--- src/inc/pchif_defs.svh ---
// constants of the phase change memory host controller
`ifndef PCHIF_DEFS_SVH
`define PCHIF_DEFS_SVH
`define PCHIF_ADDR_W 23
`define PCHIF_DATA_W 16
`define PCHIF_CLK_NS 20
`define PCHIF_RD_NS 135
`define PCHIF_RD_CYC ((`PCHIF_RD_NS + `PCHIF_CLK_NS - 1) / `PCHIF_CLK_NS)
`define PCHIF_WR_NS 60
`define PCHIF_WR_CYC ((`PCHIF_WR_NS + `PCHIF_CLK_NS - 1) / `PCHIF_CLK_NS)
`define PCHIF_CNT_W 4
`define PCHIF_SPI_DIV 2
`define PCHIF_BIT_W 3
`endif

--- src/inc/pchif_pkg.sv ---
// types of the phase change memory host controller
package pchif_pkg;
   typedef enum logic [2:0] {st_idle, st_rd_setup, st_rd_wait, st_wr_setup, st_wr_pulse, st_wr_hold} pchif_par_e;
   typedef enum logic [1:0] {sp_idle, sp_low, sp_high, sp_end} pchif_spi_e;
endpackage : pchif_pkg

--- src/hdl/pchif_spi.sv ---
// serial programming port byte engine of the host controller
`timescale 1ns/1ps
`include "pchif_defs.svh"
module pchif_spi (
   input wire logic clk_sys,
   input wire logic rstn,
   input wire logic start,
   input wire logic last,
   input wire logic pause,
   input wire logic [7:0] tx_byte,
   input wire logic miso_sync,
   output logic busy,
   output logic done,
   output logic [7:0] rx_byte,
   output logic sel_n,
   output logic sclk,
   output logic mosi,
   output logic hold_n
);
   typedef struct packed {
      pchif_pkg::pchif_spi_e st;
      logic [7:0] sh;
      logic [7:0] rx;
      logic [`PCHIF_BIT_W-1:0] bitn;
      logic [1:0] div;
      logic lst;
      logic done;
      logic sel_n;
      logic sclk;
      logic mosi;
      logic hold_n;
      logic [1:0] hold_d;
      logic busy;
   } pchif_spi_s;
   pchif_spi_s r, next_r;
   logic run;

   // clock resumes only after hold_n has been high again through both hold_d delay stages
   assign run = !pause && r.hold_n && (&r.hold_d);

   // ----------------------------------------
   // shift engine: msb first out, sample on rising clock edge of the far end
   // ----------------------------------------
   always_comb begin
      next_r = r;
      next_r.done = 1'b0;
      next_r.hold_n = ~pause;
      next_r.hold_d = {r.hold_d[0], r.hold_n};
      unique case (r.st)
         pchif_pkg::sp_idle: begin
            if (start) begin
               next_r.sel_n = 1'b0;                    // [RULE11]
               next_r.sh = tx_byte;
               next_r.mosi = tx_byte[7];                // [RULE13]
               next_r.bitn = '0;
               next_r.div = '0;
               next_r.lst = last;
               next_r.st = pchif_pkg::sp_low;
            end
         end
         pchif_pkg::sp_low: begin
            if (run) begin                              // [RULE12]
               next_r.div = r.div + 2'h1;
               if (r.div == 2'(`PCHIF_SPI_DIV - 1)) begin
                  next_r.div = '0;
                  next_r.sclk = 1'b1;                   // rising edge: far end samples mosi
                  next_r.st = pchif_pkg::sp_high;
               end
            end
         end
         pchif_pkg::sp_high: begin
            if (run) begin                              // [RULE12]
               next_r.div = r.div + 2'h1;
               if (r.div == 2'(`PCHIF_SPI_DIV - 1)) begin
                  next_r.div = '0;
                  next_r.sclk = 1'b0;                   // falling edge: far end shifts next bit
                  next_r.rx = {r.rx[6:0], miso_sync};   // [RULE14]
                  next_r.sh = {r.sh[6:0], 1'b0};
                  next_r.mosi = r.sh[6];                // [RULE13]
                  next_r.bitn = r.bitn + 3'h1;
                  next_r.st = pchif_pkg::sp_low;
                  if (r.bitn == 3'h7) begin
                     next_r.done = 1'b1;
                     next_r.st = r.lst ? pchif_pkg::sp_end : pchif_pkg::sp_idle;
                  end
               end
            end
         end
         pchif_pkg::sp_end: begin
            next_r.sel_n = 1'b1;                        // [RULE11]
            next_r.st = pchif_pkg::sp_idle;
         end
      endcase
      next_r.busy = (next_r.st != pchif_pkg::sp_idle);
   end

   // ----------------------------------------
   // state register
   // ----------------------------------------
   always_ff @(posedge clk_sys or negedge rstn) begin
      if (!rstn) begin
         r <= '{st: pchif_pkg::sp_idle, sel_n: 1'b1, hold_n: 1'b1, hold_d: 2'h3, default: '0};
      end else begin
         r <= next_r;
      end
   end

   assign busy = r.busy;
   assign done = r.done;
   assign rx_byte = r.rx;
   assign sel_n = r.sel_n;
   assign sclk = r.sclk;
   assign mosi = r.mosi;
   assign hold_n = r.hold_n;
endmodule : pchif_spi

--- src/hdl/pchif_host.sv ---
// host controller for a parallel phase change memory with serial programming port
// Rules of the document this block follows
// [RULE1] word address on lines 23 down to 1
// [RULE2] device drives reads, floats when deselected
// [RULE3] chip select low activates, high is standby
// [RULE4] output enable low gates device drivers
// [RULE5] reset low aborts automation, refuses writes
// [RULE6] device starts in page array read
// [RULE7] address and data valid at strobe rise
// [RULE8] protect low enforces lock-down
// [RULE9] protect high lets locked-down blocks unlock
// [RULE10] protect low again restores lock-down
// [RULE11] serial select low starts, high ends command
// [RULE12] pause input suspends serial cycle
// [RULE13] serial input msb first, sampled rising
// [RULE14] serial output changes on falling clock
// [RULE15] port select chooses parallel or serial
// [RULE16] never assert output enable with strobe
// [RULE17] hold select and address whole cycle
`timescale 1ns/1ps
`include "pchif_defs.svh"
module pchif_host (
   input wire logic clk_sys,
   input wire logic rstn,
   input wire logic req,
   input wire logic req_write,
   input wire logic [`PCHIF_ADDR_W-1:0] req_addr,
   input wire logic [`PCHIF_DATA_W-1:0] req_wdata,
   output logic ack,
   output logic [`PCHIF_DATA_W-1:0] rdata,
   input wire logic mem_reset_req,
   input wire logic protect_req,
   input wire logic serial_mode_req,
   input wire logic spi_start,
   input wire logic spi_last,
   input wire logic spi_pause,
   input wire logic [7:0] spi_tx,
   output logic spi_busy,
   output logic spi_done,
   output logic [7:0] spi_rx,
   output logic [`PCHIF_ADDR_W-1:0] mem_addr,
   input wire logic [`PCHIF_DATA_W-1:0] mem_dq_in,
   output logic [`PCHIF_DATA_W-1:0] mem_dq_out,
   output logic mem_dq_oe,
   output logic mem_sel_n,
   output logic mem_oe_n,
   output logic mem_we_n,
   output logic mem_rst_n,
   output logic mem_wp_n,
   output logic mem_port_sel,
   output logic spi_sclk,
   output logic spi_mosi,
   output logic spi_hold_n,
   input wire logic spi_miso
);
   // every flop of the block outside the serial engine lives in this one record
   typedef struct packed {
      pchif_pkg::pchif_par_e st;
      logic [`PCHIF_CNT_W-1:0] cnt;
      logic [`PCHIF_ADDR_W-1:0] addr;
      logic [`PCHIF_DATA_W-1:0] dq_out;
      logic [`PCHIF_DATA_W-1:0] rdata;
      logic [`PCHIF_DATA_W-1:0] dq_s1;
      logic [`PCHIF_DATA_W-1:0] dq_s2;
      logic miso_s1;
      logic miso_s2;
      logic dq_oe;
      logic sel_n;
      logic oe_n;
      logic we_n;
      logic rst_n;
      logic wp_n;
      logic port_sel;
      logic ack;
   } pchif_host_s;
   pchif_host_s r, next_r;
   logic spi_sel_n;
   logic spi_sclk_i;
   logic spi_mosi_i;
   logic spi_hold_i;

   // ----------------------------------------
   // count helper: load a wait count in cycles
   // ----------------------------------------
   // cuts the cycle count to the counter width on purpose
   function automatic logic [`PCHIF_CNT_W-1:0] pchif_wait(input int unsigned cyc);
      pchif_wait = `PCHIF_CNT_W'(cyc);
   endfunction : pchif_wait

   // ----------------------------------------
   // serial engine; select is shared with the parallel chip select pin
   // ----------------------------------------
   pchif_spi u_spi (
      .clk_sys(clk_sys),
      .rstn(rstn),
      .start(spi_start & r.port_sel),                // [RULE15]
      .last(spi_last),
      .pause(spi_pause),
      .tx_byte(spi_tx),
      .miso_sync(r.miso_s2),
      .busy(spi_busy),
      .done(spi_done),
      .rx_byte(spi_rx),
      .sel_n(spi_sel_n),
      .sclk(spi_sclk_i),
      .mosi(spi_mosi_i),
      .hold_n(spi_hold_i)
   );

   // ----------------------------------------
   // parallel cycle sequencer
   // ----------------------------------------
   always_comb begin
      next_r = r;
      next_r.ack = 1'b0;
      // pin inputs pass two flops; only the second stage is read
      next_r.dq_s1 = mem_dq_in;
      next_r.dq_s2 = r.dq_s1;
      next_r.miso_s1 = spi_miso;
      next_r.miso_s2 = r.miso_s1;
      next_r.wp_n = ~protect_req;                     // [RULE8] [RULE9] [RULE10]
      next_r.rst_n = ~mem_reset_req;                  // [RULE5] [RULE6]
      // port select moves only while both engines rest
      if (r.st == pchif_pkg::st_idle && !spi_busy) begin
         next_r.port_sel = serial_mode_req;           // [RULE15]
      end
      // the chip select pin carries the serial select in serial mode
      next_r.sel_n = r.port_sel ? spi_sel_n : 1'b1;    // [RULE11]
      unique case (r.st)
         pchif_pkg::st_idle: begin
            if (req && !r.port_sel && r.rst_n && !mem_reset_req) begin
               next_r.addr = req_addr;                 // [RULE1]
               next_r.sel_n = 1'b0;                    // [RULE3]
               next_r.port_sel = 1'b0;                 // a taken cycle keeps the parallel port [RULE15]
               if (req_write) begin
                  next_r.dq_out = req_wdata;
                  next_r.dq_oe = 1'b1;                 // [RULE17]
                  next_r.st = pchif_pkg::st_wr_setup;
               end else begin
                  next_r.st = pchif_pkg::st_rd_setup;
               end
            end
         end
         pchif_pkg::st_rd_setup: begin
            // count covers the access time plus both synchroniser stages
            next_r.sel_n = 1'b0;
            next_r.oe_n = 1'b0;                        // [RULE4] [RULE16]
            next_r.cnt = pchif_wait(`PCHIF_RD_CYC + 2);
            next_r.st = pchif_pkg::st_rd_wait;
         end
         pchif_pkg::st_rd_wait: begin
            // data is taken from the second synchroniser stage at count zero
            next_r.sel_n = 1'b0;                       // [RULE17]
            next_r.cnt = r.cnt - 1'b1;
            if (r.cnt == '0) begin
               next_r.rdata = r.dq_s2;                 // [RULE2]
               next_r.oe_n = 1'b1;
               next_r.sel_n = 1'b1;
               next_r.ack = 1'b1;
               next_r.st = pchif_pkg::st_idle;
            end
         end
         pchif_pkg::st_wr_setup: begin
            // strobe falls with address and data already on the bus
            next_r.sel_n = 1'b0;
            next_r.we_n = 1'b0;                        // [RULE16]
            next_r.cnt = pchif_wait(`PCHIF_WR_CYC);
            next_r.st = pchif_pkg::st_wr_pulse;
         end
         pchif_pkg::st_wr_pulse: begin
            // strobe rises while address and data are still driven
            next_r.sel_n = 1'b0;
            next_r.cnt = r.cnt - 1'b1;
            if (r.cnt == '0) begin
               next_r.we_n = 1'b1;                     // [RULE7]
               next_r.st = pchif_pkg::st_wr_hold;
            end
         end
         pchif_pkg::st_wr_hold: begin
            // bus released one cycle after the strobe rises
            next_r.sel_n = 1'b1;                       // data held one cycle past strobe rise [RULE7]
            next_r.dq_oe = 1'b0;
            next_r.ack = 1'b1;
            next_r.st = pchif_pkg::st_idle;
         end
         default: begin
            // illegal state code falls back to idle
            next_r.st = pchif_pkg::st_idle;
         end
      endcase
   end

   // ----------------------------------------
   // state register
   // ----------------------------------------
   // reset holds the memory in reset with every strobe inactive
   always_ff @(posedge clk_sys or negedge rstn) begin
      if (!rstn) begin
         r <= '{st: pchif_pkg::st_idle, sel_n: 1'b1, oe_n: 1'b1, we_n: 1'b1, wp_n: 1'b1, default: '0};
      end else begin
         r <= next_r;
      end
   end

   // ----------------------------------------
   // pins, all from flip-flops
   // ----------------------------------------
   assign ack = r.ack;
   assign rdata = r.rdata;
   assign mem_addr = r.addr;
   assign mem_dq_out = r.dq_out;
   assign mem_dq_oe = r.dq_oe;
   assign mem_sel_n = r.sel_n;
   assign mem_oe_n = r.oe_n;
   assign mem_we_n = r.we_n;
   assign mem_rst_n = r.rst_n;
   assign mem_wp_n = r.wp_n;
   assign mem_port_sel = r.port_sel;
   // serial pins come straight from the engine's own flops
   assign spi_sclk = spi_sclk_i;
   assign spi_mosi = spi_mosi_i;
   assign spi_hold_n = spi_hold_i;
endmodule : pchif_host

--- config.mk ---
export PLATFORM = sky130hd
export DESIGN_NAME = pchif_host
export DESIGN_NICKNAME = d
export VERILOG_FILES = /design/src/inc/pchif_pkg.sv /design/src/hdl/pchif_spi.sv /design/src/hdl/pchif_host.sv
export VERILOG_INCLUDE_DIRS = /design/src /design/src/inc
export SDC_FILE = /design/constraint.sdc
export NUM_CORES = 1
export LEC_CHECK = 0
export BUFFER_PORTS_ARGS = -buffer_cell sky130_fd_sc_hd__buf_2
export CORE_MARGIN = 2
export CORE_UTILIZATION = 40
export DETAILED_ROUTE_END_ITERATION = 10
export PLACE_DENSITY = 0.66
export SYNTH_ARGS = -nofsm -noshare
export SYNTH_HDL_FRONTEND = slang
export SYNTH_SLANG_ARGS = --single-unit
export TNS_END_PERCENT = 50
--- constraint.sdc ---
create_clock -name clk_sys -period 1.65 [get_ports clk_sys]
set_input_delay 0.165 -clock clk_sys [delete_from_list [all_inputs] [get_ports clk_sys]]
set_output_delay 0.165 -clock clk_sys [all_outputs]
set_load 0.02 [all_outputs]
; ---- Word-level counts from Yosys, hierarchy flattened
; Index checks and enable logic that the tools add are counted.
[totals]
reg_bits = 135
output_inout_bits = 76
[classes]
muxes = 47
n_bitwise = 4
eq_ne = 19
n_reduce_logical = 38
addsub = 3
[op_table]
columns = cell, n
row1 = $mux 23, 2
row2 = $mux 2, 11
row3 = $mux 1, 15
row4 = $pmux 3 s5, 1
row5 = $pmux 1 s2, 7
row6 = $pmux 7 s2, 1
row7 = $reduce_and 2->1, 7
row8 = $reduce_bool 2->1, 7
row9 = $ne 2x1->1 const B, 6
row10 = $pmux 4 s3, 1
row11 = $reduce_and 3->1, 4
row12 = $mux 10, 1
row13 = $eq 3x3->1 const B, 3
row14 = $mux 3, 3
row15 = $pmux 2 s4, 1
row16 = $reduce_and 4->1, 2
row17 = $eq 3x2->1 const B, 2
row18 = $logic_and 1x1->1, 6
row19 = $mux 6, 1
row20 = $ne 2x2->1 const B, 3
row21 = $pmux 2 s3, 1
row22 = $pmux 3 s2, 1
row23 = $reduce_bool 3->1, 2
row24 = $reduce_and 5->1, 1
row25 = other kinds (15), 22

; ---- Longest topological paths before layout
[depth]
ltp_word = 6
depth_mapped = 7
depth_no_buf = 6

; ---- By module
; A second synthesis with hierarchy kept.
[unflattened]
cells_unflattened = 443
hier_area_um2 = 5863.1
[by_module_without_submodules]
columns = mod, cells_each, area_each_um2, seq_area_each_um2, instances
row1 = pchif_host, 299, 4286.6, 2607.5, 1
row2 = pchif_spi, 144, 1576.5, 780.7, 1

; ---- Worst setup path before layout
; Ideal clock, no wire load.
[synth_path]
kind = register to register
start = register u_spi.r, in the netlist u_spi.hold_n
end = register u_spi.r, in the netlist u_spi.rx_byte[0]
synth_period_minus_slack_ps = 1728
required_ps = 1525
n_path_buf = 2
stages_incl_launch_ff = 6
slack_ps = -78
arrival_ps = 1604
path_cell_list = dfstp_2 > and4b_1 > and3_1 > buf_6 > buf_4 > mux2_2
[synth_via]
elab_chain_len = 3
[synth_rtl]
columns = item, line
row1 = from (decl), pchif_spi.sv:35  ; pchif_spi_s r, next_r;
row2 = from (signal assigned), pchif_spi.sv:104  ; r <= next_r;
row3 = $logic_and 1x1->1 (2 in a row), pchif_spi.sv:39  ; assign run = !pause && r.hold_n && (&r.hold_d);
row4 = $reduce_and 3->1 (no source line), -
; No other way between the ends.
; A chain may end at the register's enable or synchronous reset.

==> results.py <==
metrics = {
    "sta": {
        "post-route-period-util_pct": 103.0,
        "period_minus_slack_ns": 1.699,
        "setup_violations": 3,
        "tightestPinTransition_ns": 0.3693,
        "hold_violations": 0,
        "holdWs_ns": 0.01472,
        "rsz0062_at_grt": "yes",
        "fin_ws_ns": -0.04911,
        "slew_viol_final": 0,
        "relSlewSlack_pct": 75.12,
        "max_freq_mhz": 588.5,
        "finalClockSkew_ns": 0.005536,
    },
    "critical_path": {
        "slowest_stage": "or4_1",
        "cp.arrival_ns": 2.05,
        "cp_max_fo": 9,
        "worstPathCellList": "inv_1 > ha_4 > buf_6 > a31oi_1 > or4_1 > o221ai_1 > or2_4",
        "regToRegSetupSlack_ns": -0.05,
        "path_class": "flop to flop",
        "cpPeakStageDelay_ns": 0.40,
        "crit_path_start_kind": "flop",
        "crit_required_ns": 2.00,
        "endpoint_kind": "flop",
    },
    "synth": {
        "synth_area_um2": 5680,
        "ys.flop_type": "dfrtp_1",
        "synth_most_common_cell": "dfrtp_1",
        "synthArstFlopShare_pct": 100.0,
        "synthTopCellsByArea": "dfrtp_1 56%, mux2_2 12%, buf_4 8.5%",
        "synth_edf_count": 0,
        "netlist.area_leader.share_pct": 55.95,
        "yosys_warnings": 0,
        "ys_seq_elements": 135,
        "synth_nets": 505,
        "ys_types": 54,
        "yosysSeqAreaShare_pct": 59.65,
        "yosys-top-cells-count": "127 x dfrtp_1, 64 x buf_4, 61 x mux2_2",
        "syn_avg_cell_area_um2": 13.46,
        "synth_cells": 422,
        "synth_top_area_cell": "dfrtp_1",
    },
    "cells_and_area": {
        "fin_nets": 697,
        "nFillCells": 1100,
        "final_cells": 807,
        "multiInputGateArea_um2": 1858,
        "n_antenna_cell": 0,
        "area_delta_synth_final_pct": 38.48,
        "final_area_um2": 7866,
        "utilization_pct": 56.67,
        "drive_above_1_share_pct": 50.08,
        "regArea_um2": 3390,
    },
    "floorplan": {
        "ios": 150,
        "dieArea_um2": 15170,
        "start_util_pct": 40.92,
        "fp.dieW_um": 123.2,
        "rows": 43,
        "core_um2": 13880,
        "die_h_um": 123.2,
    },
    "global_route": {
        "use_met3_pct": 5.581,
        "grt_usage_pct": 15.72,
        "grt_pass1_wl_um": 18470,
        "overflow": 0,
        "use_met2_pct": 26.03,
        "grt_busiest_layer": "met2",
        "grt_pass1_vias": 3966,
        "grt_max_degree": 45,
        "antenna_found_initial": 0,
        "use_met1_pct": 19.16,
    },
    "placed_design": {
        "placed_cells": 706,
        "postPlaceCellArea_um2": 6421,
        "hpwl_um": 7958,
        "place_congestion": 0.8074,
        "pre_cts_ws_ns": -0.08683,
        "numPortBuffers": 149,
    },
    "detailed_routing": {
        "routedWlPerCell_um": 15.16,
        "postRouteAntennaNets": 0,
        "vias": 3808,
        "routed_via_density": 4.719,
        "first_pass_iters": 6,
        "drcViolationCount": 0,
        "first_iter_violations": 152,
        "drt_wl_total_um": 12230,
    },
    "outcome": {
        "status": "finished with violations",
        "violations": "negative setup slack",
    },
    "flow_run": {
        "max_cap_violations": 0,
    },
    "power": {
        "p_per_area_nw_per_um2": 1660,
        "max-vdd-ir-drop_mv": 0.8679,
        "p_leak_nw": 3.845,
    },
    "clock_network": {
        "cts_tree": "done",
        "cts_buffer_depth": 2,
        "cts_sinks": 135,
        "root_buffer": "clkbuf_16",
        "cts_htree_levels": 4,
        "clk_latency_ns": 0.40,
        "cts.clk_slew.worst_paths_ns": 0.05,
        "cts_buffers": 17,
    },
    "worst_hold_path": {
        "hold_path.class": "primary input to flop",
    },
}
path summary, 6_finish.rpt:
path / cells after the start / to / startpoint
min in group asynchronous: 2 / u_spi.r[25] / rstn
worst max register to register: 7 / u_spi.busy / u_spi.r[30]
max in group asynchronous: 3 / mem_dq_out[14] / rstn
worst min register to register: 0 / r[25] / next_r[25]
worst min-delay path: 2 / mem_addr[8] / req_addr[8]
worst max-delay path: 7 / u_spi.busy / u_spi.r[30]
state kept, by name, summed over array words and instances (netlist names), 8 cells and up:
name and cells:
r 24, mem_addr 23, next_r 17, mem_dq_out 16
rdata 16, u_spi.r 16, u_spi.rx_byte 8
report_power, final:
group          internal, W  switching (W)  leakage, nW  total, W
clock network      0.00253        0.00134        0.300   0.00388
logic              0.00198        0.00239         1.89   0.00437
registers          0.00429       0.000516         1.66   0.00481
cells by family after synthesis:
kind of cell             share of synthesized area, %
buffers and inverters                           10.44
adder cells (fa/ha/maj)                         1.982
flip-flops                                      59.65
XOR/XNOR                                       0.1542
multiplexers                                    14.82
AO/OA/AOI/OAI                                   6.740
AND/OR/NAND/NOR                                 6.212
area by class of cell:
| class | count | share of cell area [%] |
|---|---|---|
| multi-input cells | 201 | 23.62 |
| flip-flops and latches | 135 | 43.09 |
| clock inverters | 8 | 1.543 |
| inverters | 12 | 0.5726 |
| clock buffers | 24 | 6.251 |
| repair buffers | 247 | 22.06 |
| well taps | 180 | 2.863 |
timing repair:
| item | CTS | global route |
|---|---|---|
| endpoints found under the setup margin | 21 | 34 |
| endpoints found under the hold margin | 166 | 1 |
| pin swaps | 1 | 8 |
| setup buffers | 0 | 7 |
| hold buffers | 60 | 1 |
| gates cloned | 0 | 2 |
| resized for setup | 7 | 31 |
stage by stage:
stage | setup TNS (ns) | total power [W]
floorplan | -0.9106 | 0.008314
global placement | -0.3970 | 0.008761
detailed placement | -0.9691 | 0.008935
CTS | -0.01330 | 0.01300
global route | -0.4315 | 0.01378
finish | -0.06456 | 0.01306
cell usage in the layout, fill, tap and decap left out, types with 4 or more instances in the layout:
master,n
dfstp_2,8
clkbuf_16,18
dlygate4sd3_1,61
ha_1,4
buf_4,27
nor2b_1,4
mux2_2,48
mux2_1,10
nand2_1,15
dfrtp_1,126
buf_12,5
nand2b_1,4
clkbuf_8,4
o21ai_0,13
inv_1,9
a21oi_1,9
buf_6,5
buf_2,148
nor2_1,9
mux2_4,15
a22o_1,12
worst max-delay path: cells and delay by family, from the launching register on:
family | cells | cell delay (ns)
fa+ha+maj | 1 | 0.20
simple gates | 2 | 0.57
compound gates | 2 | 0.21
flops | 1 | 0.37
buf+inv | 2 | 0.31
metal layers:
metal,routed length [µm],vias to the layer above
li1,-,1788
met1,5255,1890
met2,6193,120
met3,675,10
met4,108,0
met5,0,-
No activity file was read; power rests on OpenSTA's default activity.
